### src/hw/uco_pkg.sv
package uco_pkg;

  // register byte addresses
  localparam int AXI_AW = 8;
  localparam logic [7:0] ADDR_STATUS = 8'h00;
  localparam logic [7:0] ADDR_CTRL1 = 8'h04;
  localparam logic [7:0] ADDR_CTRL2 = 8'h08;
  localparam logic [7:0] ADDR_DIVISOR = 8'h0c;
  localparam logic [7:0] ADDR_DATA = 8'h10;

  // control one fields
  localparam int C1_PORT_ON = 7;
  localparam int C1_NINE = 6;
  localparam int C1_PAR_ON = 5;
  localparam int C1_ODD = 4;
  localparam int C1_TWO_STOP = 3;
  localparam int C1_BREAK = 2;
  localparam int C1_RX9 = 1;
  localparam int C1_TX9 = 0;
  // control two fields
  localparam int C2_TX_ON = 7;
  localparam int C2_RX_ON = 6;
  localparam int C2_HIGH = 5;
  localparam int C2_ADDR = 4;
  localparam int C2_WAKE = 3;
  localparam int C2_RIE = 2;
  localparam int C2_TX_IDLE_IRQ_ENABLE = 1;
  localparam int C2_TX_EMPTY_IRQ_ENABLE = 0;

  // reset values
  localparam logic [7:0] CTRL1_RST = 8'h00;
  localparam logic [7:0] CTRL2_RST = 8'h00;
  localparam logic [7:0] DIVISOR_RST = 8'h00;

  // bit timing: phases in oversample ticks, break and frame lengths in bits
  localparam logic [3:0] PH_LAST = 4'hf;
  localparam logic [3:0] PH_S0 = 4'h7;
  localparam logic [3:0] PH_S1 = 4'h8;
  localparam logic [3:0] PH_S2 = 4'h9;
  localparam logic [3:0] BREAK_BITS = 4'hd;
  localparam logic [3:0] FRAME_BASE = 4'ha;

  // bus responses
  localparam logic [1:0] RESP_OKAY = 2'b00;
  localparam logic [1:0] RESP_SLVERR = 2'b10;

  typedef enum logic [1:0] {
    TX_IDLE = 2'b00,
    TX_SHIFT = 2'b01,
    TX_BREAK = 2'b10
  } uco_tx_t;

  typedef enum logic [1:0] {
    RX_IDLE = 2'b00,
    RX_START = 2'b01,
    RX_DATA = 2'b10,
    RX_STOP = 2'b11
  } uco_rx_t;

  // even parity of the data bits below the parity slot
  function automatic logic f_par(input logic [8:0] w, input logic nine);
    return nine ? ^w[7:0] : ^w[6:0];
  endfunction

  // majority of three samples
  function automatic logic f_maj(input logic [2:0] v);
    return (v[0] & v[1]) | (v[1] & v[2]) | (v[0] & v[2]);
  endfunction

  // whole frame, start bit in bit 0, ones above the payload
  function automatic logic [11:0] f_frame(input logic [7:0] d, input logic d8,
                                          input logic nine, input logic par_on,
                                          input logic odd);
    logic [8:0] p;
    p = nine ? {d8, d} : {1'b1, d};
    if (par_on && nine)
      p[8] = f_par(p, 1'b1) ^ odd;
    else if (par_on)
      p[7] = f_par(p, 1'b0) ^ odd;
    return {2'b11, p, 1'b0};
  endfunction

  // word address lies inside the map
  function automatic logic f_known(input logic [7:0] a);
    return a == ADDR_STATUS || a == ADDR_CTRL1 || a == ADDR_CTRL2 ||
           a == ADDR_DIVISOR || a == ADDR_DATA;
  endfunction

endpackage

### src/hw/uco_baud_if.sv
`timescale 1ns/1ns
interface uco_baud_if;
  logic [7:0] divisor;
  logic high_speed;
  logic clear;
  logic os_tick;
  modport ctl (output divisor, output high_speed, output clear, input os_tick);
  modport gen (input divisor, input high_speed, input clear, output os_tick);
endinterface

### src/hw/uco_baud.sv
`timescale 1ns/1ns
module uco_baud (
  // clock, reset, enable
  input wire logic aclk,
  input wire logic aresetn,
  input wire logic ce,
  // rate control and tick
  uco_baud_if.gen bif
);

  logic [9:0] cnt;
  logic [9:0] lim;

  // sixteen ticks per bit: N+1 clocks fast, 4(N+1) slow
  always_comb
  begin
    lim = bif.high_speed ? {2'b00, bif.divisor} : {bif.divisor, 2'b11};
  end

  // free running prescaler, restarted while the port is off
  always_ff @(posedge aclk)
  begin
    if (!aresetn)
    begin
      cnt <= 10'h000;
      bif.os_tick <= 1'b0;
    end
    else if (ce)
    begin
      if (bif.clear)
      begin
        cnt <= 10'h000;
        bif.os_tick <= 1'b0;
      end
      else if (cnt >= lim)
      begin
        cnt <= 10'h000;
        bif.os_tick <= 1'b1;
      end
      else
      begin
        cnt <= cnt + 10'h001;
        bif.os_tick <= 1'b0;
      end
    end
  end

endmodule

### src/hw/uco_uart_ctl.sv
// Added by the designer: the AXI4-Lite register port and the register offsets.
`timescale 1ns/1ns
module uco_uart_ctl (
  // clock, reset, enable
  input wire logic aclk,
  input wire logic aresetn,
  input wire logic aclk_en,
  // axi4-lite write
  input wire logic awvalid,
  output logic awready,
  input wire logic [7:0] awaddr,
  input wire logic wvalid,
  output logic wready,
  input wire logic [31:0] wdata,
  input wire logic [3:0] wstrb,
  output logic bvalid,
  input wire logic bready,
  output logic [1:0] bresp,
  // axi4-lite read
  input wire logic arvalid,
  output logic arready,
  input wire logic [7:0] araddr,
  output logic rvalid,
  input wire logic rready,
  output logic [31:0] rdata,
  output logic [1:0] rresp,
  // serial pins
  input wire logic rx_in,
  output logic tx_pin,
  output logic tx_pin_oe,
  output logic rx_pin_own,
  // power and interrupt request
  input wire logic power_down,
  output logic wake_req,
  output logic irq_req
);

  ////////////////////////////////////////////////////////////////////////////
  // declarations

  logic [7:0] ctrl1;
  logic [7:0] ctrl2;
  logic [7:0] divisor;
  logic [7:0] wr_addr;
  logic [7:0] wr_byte;
  logic wr_lane0;
  logic aw_got;
  logic w_got;
  uco_pkg::uco_tx_t tx_state;
  logic [7:0] tx_buf;
  logic tx_full;
  logic [11:0] tx_shift;
  logic [3:0] tx_left;
  logic [3:0] tx_ph;
  logic [3:0] tx_brk;
  uco_pkg::uco_rx_t rx_state;
  logic [3:0] rx_ph;
  logic [3:0] rx_cnt;
  logic [8:0] rx_sh;
  logic [2:0] rx_vote;
  logic rx_noisy;
  logic rx_prev;
  logic [7:0] rx_buf;
  logic rx_ninth;
  logic rx_ready;
  logic overrun;
  logic framing;
  logic par_err;
  logic noise;
  logic stat_seen;
  logic rx_ev;
  logic tx_idle_flag_prev;
  logic tempty_prev;

  wire serial_port_on = ctrl1[uco_pkg::C1_PORT_ON];
  wire nine = ctrl1[uco_pkg::C1_NINE];
  wire par_on = ctrl1[uco_pkg::C1_PAR_ON];
  wire par_odd = ctrl1[uco_pkg::C1_ODD];
  wire two_stop = ctrl1[uco_pkg::C1_TWO_STOP];
  wire send_break = ctrl1[uco_pkg::C1_BREAK];
  wire tx_ninth = ctrl1[uco_pkg::C1_TX9];
  wire transmitter_on = ctrl2[uco_pkg::C2_TX_ON];
  wire receiver_on = ctrl2[uco_pkg::C2_RX_ON];

  // transmit and receive sections held in reset when not owned
  wire tx_rst = !(serial_port_on && transmitter_on);
  wire rx_rst = !(serial_port_on && receiver_on);

  // derived status
  wire tx_buffer_empty = !tx_full;
  wire tx_idle_flag = !tx_full && tx_state == uco_pkg::TX_IDLE;
  wire rx_idle_flag = rx_state == uco_pkg::RX_IDLE;

  // bus strobes
  wire wr_go = aw_got && w_got && !bvalid;
  wire rd_go = arvalid && arready;
  wire wr_on = wr_go && wr_lane0;
  wire data_wr = wr_on && wr_addr == uco_pkg::ADDR_DATA;
  wire rd_stat = rd_go && araddr == uco_pkg::ADDR_STATUS;
  wire rd_data = rd_go && araddr == uco_pkg::ADDR_DATA;

  // receive sampling
  wire os_tick;
  wire rx_fall = rx_prev && !rx_in;
  wire rx_bit = uco_pkg::f_maj(rx_vote);
  // received word as it stands in the shifter once the stop bit is due
  wire [8:0] rx_word = nine ? rx_sh : {1'b0, rx_sh[8:1]};
  wire rx_addr_bit = nine ? rx_word[8] : rx_word[7];
  wire rx_par_bad = (nine ? rx_word[8] : rx_word[7]) !=
                    (uco_pkg::f_par(rx_word, nine) ^ par_odd);

  ////////////////////////////////////////////////////////////////////////////
  // baud generator

  uco_baud_if bif ();

  assign bif.divisor = divisor;
  assign bif.high_speed = ctrl2[uco_pkg::C2_HIGH];
  assign bif.clear = !serial_port_on;
  assign os_tick = bif.os_tick;

  uco_baud u_baud (
    .aclk(aclk),
    .aresetn(aresetn),
    .ce(aclk_en),
    .bif(bif)
  );

  ////////////////////////////////////////////////////////////////////////////
  // control registers

  // software writes, then the port-off side effects
  always_ff @(posedge aclk)
  begin
    if (!aresetn)
    begin
      ctrl1 <= uco_pkg::CTRL1_RST;
      ctrl2 <= uco_pkg::CTRL2_RST;
      divisor <= uco_pkg::DIVISOR_RST;
    end
    else if (aclk_en)
    begin
      if (wr_on && wr_addr == uco_pkg::ADDR_CTRL1)
        ctrl1 <= {wr_byte[7:2], ctrl1[uco_pkg::C1_RX9], wr_byte[0]};
      if (wr_on && wr_addr == uco_pkg::ADDR_CTRL2)
        ctrl2 <= wr_byte;
      if (wr_on && wr_addr == uco_pkg::ADDR_DIVISOR)
        divisor <= wr_byte;
      if (!serial_port_on)
      begin
        ctrl1[uco_pkg::C1_BREAK] <= 1'b0;
        ctrl2[uco_pkg::C2_TX_ON] <= 1'b0;
        ctrl2[uco_pkg::C2_RX_ON] <= 1'b0;
      end
    end
  end

  ////////////////////////////////////////////////////////////////////////////
  // axi4-lite slave

  // write address and data taken in either order, answered together
  always_ff @(posedge aclk)
  begin
    if (!aresetn)
    begin
      awready <= 1'b1;
      wready <= 1'b1;
      aw_got <= 1'b0;
      w_got <= 1'b0;
      wr_addr <= 8'h00;
      wr_byte <= 8'h00;
      wr_lane0 <= 1'b0;
      bvalid <= 1'b0;
      bresp <= uco_pkg::RESP_OKAY;
    end
    else if (aclk_en)
    begin
      if (awvalid && awready)
      begin
        wr_addr <= awaddr;
        aw_got <= 1'b1;
        awready <= 1'b0;
      end
      if (wvalid && wready)
      begin
        wr_byte <= wdata[7:0];
        wr_lane0 <= wstrb[0];
        w_got <= 1'b1;
        wready <= 1'b0;
      end
      if (wr_go)
      begin
        aw_got <= 1'b0;
        w_got <= 1'b0;
        bvalid <= 1'b1;
        bresp <= uco_pkg::f_known(wr_addr) ? uco_pkg::RESP_OKAY : uco_pkg::RESP_SLVERR;
      end
      if (bvalid && bready)
      begin
        bvalid <= 1'b0;
        awready <= 1'b1;
        wready <= 1'b1;
      end
    end
  end

  // read answered one cycle after the address is taken
  always_ff @(posedge aclk)
  begin
    if (!aresetn)
    begin
      arready <= 1'b1;
      rvalid <= 1'b0;
      rdata <= 32'h0000_0000;
      rresp <= uco_pkg::RESP_OKAY;
    end
    else if (aclk_en)
    begin
      if (rd_go)
      begin
        arready <= 1'b0;
        rvalid <= 1'b1;
        rresp <= uco_pkg::f_known(araddr) ? uco_pkg::RESP_OKAY : uco_pkg::RESP_SLVERR;
        unique case (araddr)
          uco_pkg::ADDR_STATUS:
            rdata <= {24'h000000, par_err, noise, framing, overrun,
                      rx_idle_flag, rx_ready, tx_idle_flag, tx_buffer_empty};
          uco_pkg::ADDR_CTRL1:
            rdata <= {24'h000000, ctrl1[7:2], rx_ninth, 1'b0};
          uco_pkg::ADDR_CTRL2:
            rdata <= {24'h000000, ctrl2};
          uco_pkg::ADDR_DIVISOR:
            rdata <= {24'h000000, divisor};
          uco_pkg::ADDR_DATA:
            rdata <= {24'h000000, rx_buf};
          default:
            rdata <= 32'h0000_0000;
        endcase
      end
      if (rvalid && rready)
      begin
        rvalid <= 1'b0;
        arready <= 1'b1;
      end
    end
  end

  ////////////////////////////////////////////////////////////////////////////
  // transmitter

  // buffer, frame shifter and break generator
  always_ff @(posedge aclk)
  begin
    if (!aresetn)
    begin
      tx_state <= uco_pkg::TX_IDLE;
      tx_buf <= 8'h00;
      tx_full <= 1'b0;
      tx_shift <= 12'hfff;
      tx_left <= 4'h0;
      tx_ph <= 4'h0;
      tx_brk <= 4'h0;
    end
    else if (aclk_en)
    begin
      if (tx_rst)
      begin
        tx_state <= uco_pkg::TX_IDLE;
        tx_full <= 1'b0;
        tx_ph <= 4'h0;
      end
      else
      begin
        if (data_wr)
          tx_buf <= wr_byte;
        tx_full <= data_wr || (tx_full && tx_state != uco_pkg::TX_IDLE);
        unique case (tx_state)
          uco_pkg::TX_IDLE:
            if (tx_full)
            begin
              // lsb first, ninth bit from control one
              tx_shift <= uco_pkg::f_frame(tx_buf, tx_ninth, nine, par_on,
                                           par_odd);
              tx_left <= uco_pkg::FRAME_BASE + {3'b000, nine} + {3'b000, two_stop};
              tx_ph <= 4'h0;
              tx_state <= uco_pkg::TX_SHIFT;
            end
            else if (send_break)
            begin
              tx_brk <= 4'h0;
              tx_ph <= 4'h0;
              tx_state <= uco_pkg::TX_BREAK;
            end
          uco_pkg::TX_SHIFT:
            if (os_tick)
            begin
              tx_ph <= tx_ph + 4'h1;
              if (tx_ph == uco_pkg::PH_LAST)
              begin
                tx_shift <= {1'b1, tx_shift[11:1]};
                tx_left <= tx_left - 4'h1;
                if (tx_left == 4'h1)
                  tx_state <= uco_pkg::TX_IDLE;
              end
            end
          uco_pkg::TX_BREAK:
            if (tx_brk == uco_pkg::BREAK_BITS && !send_break)
              tx_state <= uco_pkg::TX_IDLE;
            else if (os_tick)
            begin
              tx_ph <= tx_ph + 4'h1;
              if (tx_ph == uco_pkg::PH_LAST && tx_brk != uco_pkg::BREAK_BITS)
                tx_brk <= tx_brk + 4'h1;
            end
          default:
            tx_state <= uco_pkg::TX_IDLE;
        endcase
      end
    end
  end

  // pin drive and ownership
  always_ff @(posedge aclk)
  begin
    if (!aresetn)
    begin
      tx_pin <= 1'b1;
      tx_pin_oe <= 1'b0;
      rx_pin_own <= 1'b0;
    end
    else if (aclk_en)
    begin
      tx_pin <= tx_rst || tx_state == uco_pkg::TX_IDLE ||
                (tx_state == uco_pkg::TX_SHIFT && tx_shift[0]);
      tx_pin_oe <= !tx_rst;
      rx_pin_own <= !rx_rst;
    end
  end

  ////////////////////////////////////////////////////////////////////////////
  // receiver

  // line history for edge detection
  always_ff @(posedge aclk)
  begin
    if (!aresetn)
      rx_prev <= 1'b1;
    else if (aclk_en)
      rx_prev <= rx_in;
  end

  // frame capture and receive flags
  always_ff @(posedge aclk)
  begin
    if (!aresetn)
    begin
      rx_state <= uco_pkg::RX_IDLE;
      rx_ph <= 4'h0;
      rx_cnt <= 4'h0;
      rx_sh <= 9'h000;
      rx_vote <= 3'b111;
      rx_noisy <= 1'b0;
      rx_buf <= 8'h00;
      rx_ninth <= 1'b0;
      rx_ready <= 1'b0;
      overrun <= 1'b0;
      framing <= 1'b0;
      par_err <= 1'b0;
      noise <= 1'b0;
      stat_seen <= 1'b0;
      rx_ev <= 1'b0;
    end
    else if (aclk_en)
    begin
      rx_ev <= 1'b0;
      if (rx_rst)
      begin
        rx_state <= uco_pkg::RX_IDLE;
        rx_ready <= 1'b0;
        overrun <= 1'b0;
        framing <= 1'b0;
        par_err <= 1'b0;
        noise <= 1'b0;
        stat_seen <= 1'b0;
      end
      else
      begin
        // status read then data read clears the error flags; a data read alone clears rx_ready
        if (rd_stat)
          stat_seen <= 1'b1;
        if (rd_data)
        begin
          rx_ready <= 1'b0;
          stat_seen <= 1'b0;
          if (stat_seen)
          begin
            overrun <= 1'b0;
            framing <= 1'b0;
            par_err <= 1'b0;
            noise <= 1'b0;
          end
        end
        unique case (rx_state)
          uco_pkg::RX_IDLE:
            if (rx_fall)
            begin
              rx_ph <= 4'h0;
              rx_noisy <= 1'b0;
              rx_state <= uco_pkg::RX_START;
            end
          default:
            if (os_tick)
            begin
              rx_ph <= rx_ph + 4'h1;
              if (rx_ph == uco_pkg::PH_S0)
                rx_vote[0] <= rx_in;
              if (rx_ph == uco_pkg::PH_S1)
                rx_vote[1] <= rx_in;
              if (rx_ph == uco_pkg::PH_S2)
                rx_vote[2] <= rx_in;
              if (rx_ph == uco_pkg::PH_LAST)
              begin
                rx_noisy <= rx_noisy || !(&rx_vote) && (|rx_vote);
                if (rx_state == uco_pkg::RX_START)
                begin
                  rx_cnt <= 4'h0;
                  rx_state <= rx_bit ? uco_pkg::RX_IDLE : uco_pkg::RX_DATA;
                end
                else if (rx_state == uco_pkg::RX_DATA)
                begin
                  rx_sh <= {rx_bit, rx_sh[8:1]};
                  rx_cnt <= rx_cnt + 4'h1;
                  if (rx_cnt == (nine ? 4'h8 : 4'h7))
                    rx_state <= uco_pkg::RX_STOP;
                end
                else
                begin
                  rx_state <= uco_pkg::RX_IDLE;
                  if (ctrl2[uco_pkg::C2_ADDR] && !rx_addr_bit)
                    rx_ev <= 1'b0;
                  else if (rx_ready && !rd_data)
                  begin
                    overrun <= 1'b1;
                    rx_ev <= 1'b1;
                  end
                  else
                  begin
                    // low eight bits to the buffer, ninth only in nine-bit mode
                    rx_buf <= rx_word[7:0];
                    if (nine)
                      rx_ninth <= rx_word[8];
                    rx_ready <= 1'b1;
                    framing <= !rx_bit;
                    par_err <= par_on && rx_par_bad;
                    noise <= rx_noisy || !(&rx_vote) && (|rx_vote);
                    rx_ev <= 1'b1;
                  end
                end
              end
            end
        endcase
      end
    end
  end

  ////////////////////////////////////////////////////////////////////////////
  // interrupt request and wake-up

  // one-cycle request on each enabled flag setting
  always_ff @(posedge aclk)
  begin
    if (!aresetn)
    begin
      tx_idle_flag_prev <= 1'b1;
      tempty_prev <= 1'b1;
      irq_req <= 1'b0;
      wake_req <= 1'b0;
    end
    else if (aclk_en)
    begin
      tx_idle_flag_prev <= tx_idle_flag;
      tempty_prev <= tx_buffer_empty;
      irq_req <= (ctrl2[uco_pkg::C2_RIE] && rx_ev) ||
                 (ctrl2[uco_pkg::C2_TX_IDLE_IRQ_ENABLE] && tx_idle_flag && !tx_idle_flag_prev) ||
                 (ctrl2[uco_pkg::C2_TX_EMPTY_IRQ_ENABLE] && tx_buffer_empty && !tempty_prev);
      wake_req <= ctrl2[uco_pkg::C2_WAKE] && power_down && rx_fall;
    end
  end

endmodule

### config.mk
export PLATFORM = sky130hd
export DESIGN_NAME = uco_uart_ctl
export DESIGN_NICKNAME = d
export VERILOG_FILES = /design/src/hw/uco_pkg.sv /design/src/hw/uco_baud_if.sv /design/src/hw/uco_baud.sv /design/src/hw/uco_uart_ctl.sv
export SDC_FILE = /design/constraint.sdc
export NUM_CORES = 1
export LEC_CHECK = 0
export BUFFER_PORTS_ARGS = -buffer_cell sky130_fd_sc_hd__buf_4
export CORE_UTILIZATION = 49
export CTS_BUF_LIST = sky130_fd_sc_hd__clkbuf_4 sky130_fd_sc_hd__clkbuf_8 sky130_fd_sc_hd__clkbuf_16
export CTS_CLUSTER_DIAMETER = 80
export DETAILED_ROUTE_END_ITERATION = 12
export PLACE_DENSITY_LB_ADDON = 0.3
export RECOVER_POWER = 25
export SYNTH_ARGS = -nofsm -noshare
export SYNTH_HDL_FRONTEND = slang
export SYNTH_HIERARCHICAL = 1
export SYNTH_SLANG_ARGS = --single-unit
export TNS_END_PERCENT = 10
### constraint.sdc
create_clock -name aclk -period 3.43 [get_ports aclk]
set_input_delay 0.1715 -clock aclk [delete_from_list [all_inputs] [get_ports aclk]]
set_output_delay 0.1715 -clock aclk [all_outputs]
set_load 0.01 [all_outputs]
; ---- Yosys cells after proc, flatten, opt, wreduce, memory -nomap -nowiden
; Cells that the tools add are included.
; Widths: inputs -> output; s select.
[totals]
register_bits = 176
latchBits = 0
ram_bits = 0
romBits = 0
input_bits = 62
output_inout_bits = 46
mem_count = 0
[classes]
n_addsub = 8
mul = 0
div_mod_pow = 0
magnitude_cmp = 1
eq_ne = 45
shift = 0
muxes = 139
n_bitwise = 13
n_reduce_logical = 112
[ops]
columns = op, count
row1 = $mux 1, 86
row2 = $mux 4, 18
row3 = $pmux 8 s5, 1
row4 = $mux 2, 19
row5 = $mux 12, 3
row6 = $logic_and 1x1->1, 34
row7 = $eq 8x4->1 const B, 4
row8 = $reduce_and 2->1, 16
row9 = $mux 10, 3
row10 = $reduce_and 5->1, 5
row11 = $pmux 12 s2, 1
row12 = $reduce_bool 2->1, 12
row13 = $eq 4x4->1 const B, 5
row14 = $mux 9, 2
row15 = $ne 3x3->1 const B, 6
row16 = $reduce_and 6->1, 3
row17 = $add 4x1->4 const B, 4
row18 = $eq 8x3->1 const B, 2
row19 = $eq 8x5->1 const B, 2
row20 = $logic_not 8->1, 2
row21 = $pmux 4 s2, 2
row22 = $reduce_xor 8->1, 2
row23 = $logic_or 1x1->1, 14
row24 = $reduce_xor 7->1, 2
row25 = 34 further kinds, 70

; ---- Logic depth before layout (Yosys ltp)
; Gate-level depths: netlist of the first run.
[depth]
word_depth = 14
ltp_mapped = 10
mapped_depth_nobuf = 7

; ---- By module
; The synthesis of the first run kept the hierarchy.
[by_module_without_submodules]
columns = module, instances, cells_per_inst, area_per_inst_um2, seq_area_each_um2
row1 = uco_uart_ctl, 1, 771, 6676.4, 2742.6
row2 = uco_baud, 1, 99, 887.1, 220.2

; ---- Least setup slack after synthesis of the first run
; No wires, ideal clock.
[synth_path]
path_kind = reg-to-reg
from = register ctrl2[5]
to = register u_baud.cnt[2]
setup_time_ns = 0.058
arrival_ns = 2.178
setup_slack_ns = 1.194
stages_incl_launch_ff = 10
n_path_buf = 2
cell_sequence = dfxtp_1 > clkbuf_1 > mux2i_1 > ha_1 > a211o_1 > a21oi_2 > o31ai_2 > buf_6 > nor4b_1 > o22a_1
[synth_between]
elab_chain_cells = 4
[synth_rtl]
columns = item, line_no
row1 = start: declaration, uco_uart_ctl.sv:42  ; logic [7:0] ctrl2;
row2 = start signal: assignment, uco_uart_ctl.sv:138  ; ctrl2 <= uco_pkg::CTRL2_RST;
row3 = start signal: assignment, uco_uart_ctl.sv:146  ; ctrl2 <= wr_byte;
row4 = $mux 10, uco_baud.sv:17  ; lim = bif.high_speed ? {2'b00, bif.divisor} : {bif.divisor, 2'b11};
row5 = $ge 10x10->1, uco_baud.sv:35  ; else if (cnt >= lim)
row6 = $mux 10, uco_baud.sv:35
row7 = $mux 10, uco_baud.sv:30  ; if (bif.clear)
row8 = end signal: assignment, uco_baud.sv:42  ; cnt <= cnt + 10'h001;
row9 = end: declaration, uco_baud.sv:11  ; logic [9:0] cnt;
; No other way between the ends.
; A chain may end at the register's enable or synchronous reset.

; ---- Worst setup path in the final report of the first run
[layout_path]
from = register ctrl2[5]
to = register u_baud.cnt[1]
; The elaborated chain is that of the path after synthesis.

==> results of run 1 <==
[flip-flops by register name, indices dropped and copies added (netlist names), 4 cells and up]
signal / cells
rx_cnt: 4
wr_addr: 8
rdata: 8
tx_shift: 10
wr_byte: 8
rx_sh: 9
tx_buf: 8
ctrl1: 7
bif.divisor: 8
tx_brk: 4
u_baud/cnt: 10
ctrl2: 8
tx_ph: 4
rx_buf: 8
rx_ph: 4
tx_left: 4
[synthesized netlist by cell type, types with 5 or more instances]
cell | count | area, um^2
dfxtp_1 | 148 | 2963
o21ai_0 | 27 | 135.1
mux2i_1 | 57 | 570.6
mux4_2 | 5 | 112.6
a22oi_1 | 9 | 67.56
clkbuf_1 | 33 | 123.9
nor3_1 | 11 | 55.05
nand4_1 | 10 | 62.56
nor2b_1 | 9 | 56.30
and3_1 | 14 | 87.58
buf_2 | 9 | 45.04
nand2b_1 | 15 | 93.84
a31oi_1 | 6 | 37.54
ha_1 | 27 | 337.8
nor2_1 | 85 | 319.1
a211oi_1 | 17 | 127.6
o21a_1 | 5 | 37.54
nand3b_1 | 7 | 52.55
o211ai_1 | 10 | 75.07
inv_1 | 23 | 86.33
and2_1 | 5 | 31.28
a21oi_1 | 59 | 295.3
buf_4 | 28 | 210.2
xnor2_1 | 14 | 122.6
nand2_1 | 113 | 424.2
nand3_1 | 24 | 120.1
nor4b_1 | 6 | 52.55
o22a_1 | 5 | 43.79
nor4_1 | 6 | 37.54
[worst max-delay path by stage]
stage | slack (ns) | endpoint | from
6_report | 0.83 | u_baud/cnt[1] | ctrl2[5]
5_1_grt | 0.56 | rx_buf[4] | rx_state[0]
4_1_cts | 0.87 | u_baud/cnt[1] | ctrl2[5]
3_5_place_dp | 0.86 | rx_buf[5] | rx_state[0]
3_3_place_gp | 0.96 | rx_buf[0] | rx_state[0]
2_1_floorplan | 1.19 | u_baud/cnt[2] | ctrl2[5]
[final cells by class]
cell class	count	area, um^2	area share [%]
multi-input combinational	647	4189	48.34
sequential	148	2963	34.19
timing repair buffer	84	596.8	6.887
clock buffer	17	425.4	4.909
tap	188	235.2	2.714
clock inverter	15	168.9	1.949
inverter	23	87.58	1.011
[routing by layer]
metal / vias to the layer above / track usage, % / share of wire (%)
met3: 25 / 5.395 / 4.2
met1: 2947 / 30.13 / 47
li1: 3162 / - / -
met4: 0 / 7.512 / 1.6
met5: - / 0 / 0
met2: 166 / 35.88 / 47
[power groups by stage]
stage,combinational (mW),sequential (mW),clock [mW]
finish,0.201,1.76,1.89
global route,0.220,1.76,2.01
CTS,0.209,1.76,1.92
detailed placement,0.193,1.80,0
global placement,0.191,1.80,0
floorplan,0.130,1.80,0
[worst max-delay path, stage by stage, from the launching register on]
cell     delay, ns
dfxtp_1       0.62
mux2i_1       0.16
ha_1          0.32
nand4_1       0.15
o31ai_2       0.79
nor3_1        0.18
a22o_1        0.27
[logic make-up after synthesis]
group,count (synthesis),synth area share [%]
buffers and inverters,100,6.848
multiplexers,65,9.876
AO/OA/AOI/OAI,178,15.73
XOR/XNOR,17,2.151
flip-flops,148,39.17
adder cells (fa/ha/maj),28,4.599
AND/OR/NAND/NOR,333,21.57
other,1,0.04958
[what timing repair did]
action	CTS	global route
hold buffers	18	0
buffers inserted	0	0
endpoints found under the hold margin	21	0
==> impl_metrics.toml, run 1 <==
[logic_synthesis]
synth_cell_types = 80
synth_flop_cell = "dfxtp_1"
ys_warn_count = 6
avgSynthCellArea_um2 = 8.694
ys_ff_latch = 148
syn_area_um2 = 7564
synth-edff-count = 0
yosysSeqAreaShare_pct = 39.17
synth_cells = 870
async_flop_share_pct = 0

[sta]
setup_slack_ns = 0.8287
setup-tns-final_ns = 0
skew_ns = 0.01022
max_freq_mhz = 384.4
timing.final.crit_share_pct = 75.84
rsz0062_at_grt = "no"
final-setup-viol-count = 0
worstMarginPinSlew_ns = 2.112
slew_headroom_pct = -40.80
hold_viol_final = 0
holdWs_ns = 0.02888
slew_viol_final = 50
period_minus_slack_ns = 2.601

[power_and_ir_drop]
p_comb_share_pct = 5.2
power.switching_mw = 0.9446
p_sw_share_pct = 24.49
power.leakage_nw = 3.223
p_total_mw = 3.857
p_int_mw = 2.912
p_per_area_nw_per_um2 = 445.1
ir_worst_vdd_uv = 353.9
p_clk_share_pct = 49.1
p_seq_share_pct = 45.7

[worst_setup_path]
cp_max_fo = 12
r2r_slack_ns = 0.83
critPathKind = "reg2reg"
start_kind = "flip-flop"
rr_worst_depth = 6
required_ns = 3.76
arrival_ns = 2.93
r2r_end = "u_baud/cnt[1]"
crit_path_end_kind = "flip-flop"
r2r_start = "ctrl2[5]"

[floorplanning]
placeableCoreArea_um2 = 15150
die_h_um = 126.2
initial_core_util_pct = 49.94
rows = 45
dieWidth_um = 126.2
design.die.area_um2 = 15940
pin_count = 108

[routing]
drt_first_iter_violations = 498
ant_nets = 0
vias = 6300
drc = 0
drtPass1Iterations = 4
routedWlPerCell_um = 15.42
finalWirelength_mm = 17.30
viasPerCell = 5.615

[global_routing]
grt_pass1_vias = 5688
grt_max_degree = 50
grt_overflow = 0
grt_use_total_pct = 22.60
grt_first_pass_wirelength_mm = 28.47
antenna_found_initial = 0

[finish]
final_common_cell = "dfxtp_1"
area_growth_pct = 14.57
final_cell_area_um2 = 8666
mostFrequentLayoutCells = "dfxtp_1, nand2_1, nor2_1"
instances_no_fill = 1122
nNetsFinal = 1010
post-route-util_pct = 57.22
drive_gt1_share_pct = 10.71
antenna_cells = 0
nFillCells = 1379

[clocking]
clockRootBuffer = "clkbuf_16"
cts_tree = "done"
ctsHtreeMaxLevel = 4
cts_num_sinks = 148
cts.path.max_buffers = 2
post_cts_resized = 0
numCtsBuffers = 17
clk_latency_ns = 0.44
path_clk_slew_ns = 0.07

[worst_hold_path]
whs_path_depth = 3
min_path_type = "in2reg"
holdCritStartpoint = "awvalid"
worstHoldEndpoint = "awready"

[placement]
gp_congestion = 0.7830
pre_cts_slack_ns = 0.8624
placed_cells = 1072
postPlaceCellArea_um2 = 7970
numPortBuffers = 54
dpl.hpwl_mm = 11.79

[flow_run]
cap_viol_max_count = 1

[status]
status = "finished, violations left"
violations = "capacitance limit, slew limit"
(Power assumes the default switching activity.)
==> run 2, diff against run 1 <==
Clock period 3.43 ns to 2.2 ns, I/O delays scaled along.
==> run 2 against run 1 <==
Effect of this change: the run now ends clean; flip-flop and latch count did not move; critical path depth increased by 3; first-iteration DRC count fell by 26%; register-to-register slack got worse by 0.75 ns; routed wire length increased by 3.8%; critical endpoint is now u_baud/cnt[5]; core utilization is 1.9 points higher; sequential power is 56% higher; critical path type unchanged.
==> impl_metrics.toml, run 2 (synthesis gave the netlist of run 1 again) <==
[routing]
drc = 0
viasPerCell = 5.556
vias = 6389
finalWirelength_mm = 17.96
ant_nets = 0
met1Wirelength_mm = 8.494
drt_first_iter_violations = 370
top_layer = "met4"
routedWlPerCell_um = 15.61
met2_length_mm = 8.421
dr_wl_met3_um = 797
drtPass1Iterations = 5

[global_routing]
antenna_found_initial = 0
grt_pass1_vias = 5922
grt_overflow = 0
grt_use_total_pct = 23.49
grt_max_degree = 52
grt_first_pass_wirelength_mm = 29.60

[sta]
period_minus_slack_ns = 2.118
rsz0062_at_grt = "yes"
slew_headroom_pct = 30.59
setup-tns-final_ns = 0
timing.final.crit_share_pct = 96.27
holdWs_ns = 0.02873
slew_viol_final = 0
max_freq_mhz = 472.1
final-setup-viol-count = 0
skew_ns = 0.007411
worstMarginPinSlew_ns = 1.041
hold_viol_final = 0

[worst_setup_path]
start_kind = "flip-flop"
critPathKind = "reg2reg"
max_stage_delay_ns = 0.36
crit_chain = "buf_12, mux2i_1, ha_1, a211o_1, a21oi_2, o31ai_2, buf_4, nor4b_1, o22a_1"
path_buf_inv = 2
arrival_ns = 2.49
required_ns = 2.58
crit_slowest_cell = "dfxtp_2"
crit_path_end_kind = "flip-flop"
cp_max_fo = 8
critPathTopFamily = "compound AO/OA/AOI/OAI gates"

[status]
status = "finished, final reports clean"

[power_and_ir_drop]
p_per_area_nw_per_um2 = 667.8
power.leakage_nw = 3.362
p_total_mw = 5.978
ir_worst_vdd_uv = 597.3

[placement]
gp_congestion = 0.8114
numPortBuffers = 54
placed_cells = 1096
dpl.hpwl_mm = 12.44

[clocking]
ctsHtreeMaxLevel = 4
clk_latency_ns = 0.43
cts.path.max_buffers = 2
cts_num_sinks = 148
numCtsBuffers = 17
path_clk_slew_ns = 0.06
clockRootBuffer = "clkbuf_16"
cts_tree = "done"
post_cts_buffers = 0

[floorplanning]
placeableCoreArea_um2 = 15150
dieWidth_um = 126.2
initial_core_util_pct = 49.94
pin_count = 108
rows = 45
design.die.area_um2 = 15940
die_h_um = 126.2

[finish]
largestRegisters = "tx_shift (10), u_baud/cnt (10), rx_sh (9)"
area_growth_pct = 18.36
mostFrequentLayoutCells = "dfxtp_1, nand2_1, nor2_1"
nNetsFinal = 1038
nFillCells = 1338
drive_gt1_share_pct = 13.62
instances_no_fill = 1150
final_common_cell = "dfxtp_1"
antenna_cells = 0

[worst_hold_path]
min_path_type = "in2reg"

[flow_run]
cap_viol_max_count = 0
-- run 2: changes by cell type in the layout (fill, tap and decap cells not counted), sizes merged --
cell	change
clkinvlp	+1
dlygate4sd3	+4
buf	+21
inv	-5
clkbuf	+5
clkinv	+2
-- run 2: final timing paths --
check,end,slack (ns),startpoint,depth (start not counted)
worst max-delay path,u_baud/cnt[5],0.08,ctrl2[5],9
worst min-delay path,bvalid,0.03,bready,4
worst max register to register,u_baud/cnt[5],0.08,ctrl2[5],9
worst min register to register,wr_addr[0],0.46,wr_addr[0],2
-- run 2: stage by stage --
stage | cell area [um^2] | setup slack (ns) | utilization (%)
final | 8952 | 0.08199 | 59.11
after global placement | 8175 | -0.1496 | 53.98
after floorplan | 7659 | 0.1175 | -
after detailed placement | 8175 | -0.1661 | 53.98
after CTS | 8995 | 0.007528 | 59.39
after global routing | 8952 | -0.03412 | 59.11
-- run 2: repair_timing --
action / CTS / global route
pin swaps: 0 / 1
gates resized for setup: 1 / 8
setup endpoints to repair: 10 / 14
hold endpoints to repair: 25 / 0
hold buffers: 22 / 0
-- run 2: routing by layer --
layer  GRT usage, %  vias up
met4          8.859        0
met5              0        -
met1          31.48     3011
li1               -     3211
met2          37.57      149
met3          4.418       18
-- run 2: worst reg2reg max path, cell delays in order (launching register included) --
cell	delay [ns]
dfxtp_2	0.36
buf_12	0.12
mux2i_1	0.18
ha_1	0.27
a211o_1	0.32
a21oi_2	0.13
o31ai_2	0.10
buf_4	0.18
nor4b_1	0.25
o22a_1	0.15
-- run 2: power breakdown --
group          internal [mW]  leakage [nW]  switching [mW]  total, mW
combinational          0.132          1.88           0.194      0.326
clock                   1.73         0.284            1.18       2.90
sequential              2.72          1.20          0.0346       2.75
total                   4.57          3.36            1.41       5.98
-- run 2: area by class of cell --
cell class	instances	area (um^2)	share of cell area [%]
multi-input cells	647	4237	47.32
well taps	188	235.2	2.628
inverters	23	87.58	0.9783
clock inverters	13	148.9	1.663
flip-flops and latches	148	2964	33.11
clock buffers	19	446.7	4.990
repair buffers	112	833.3	9.308
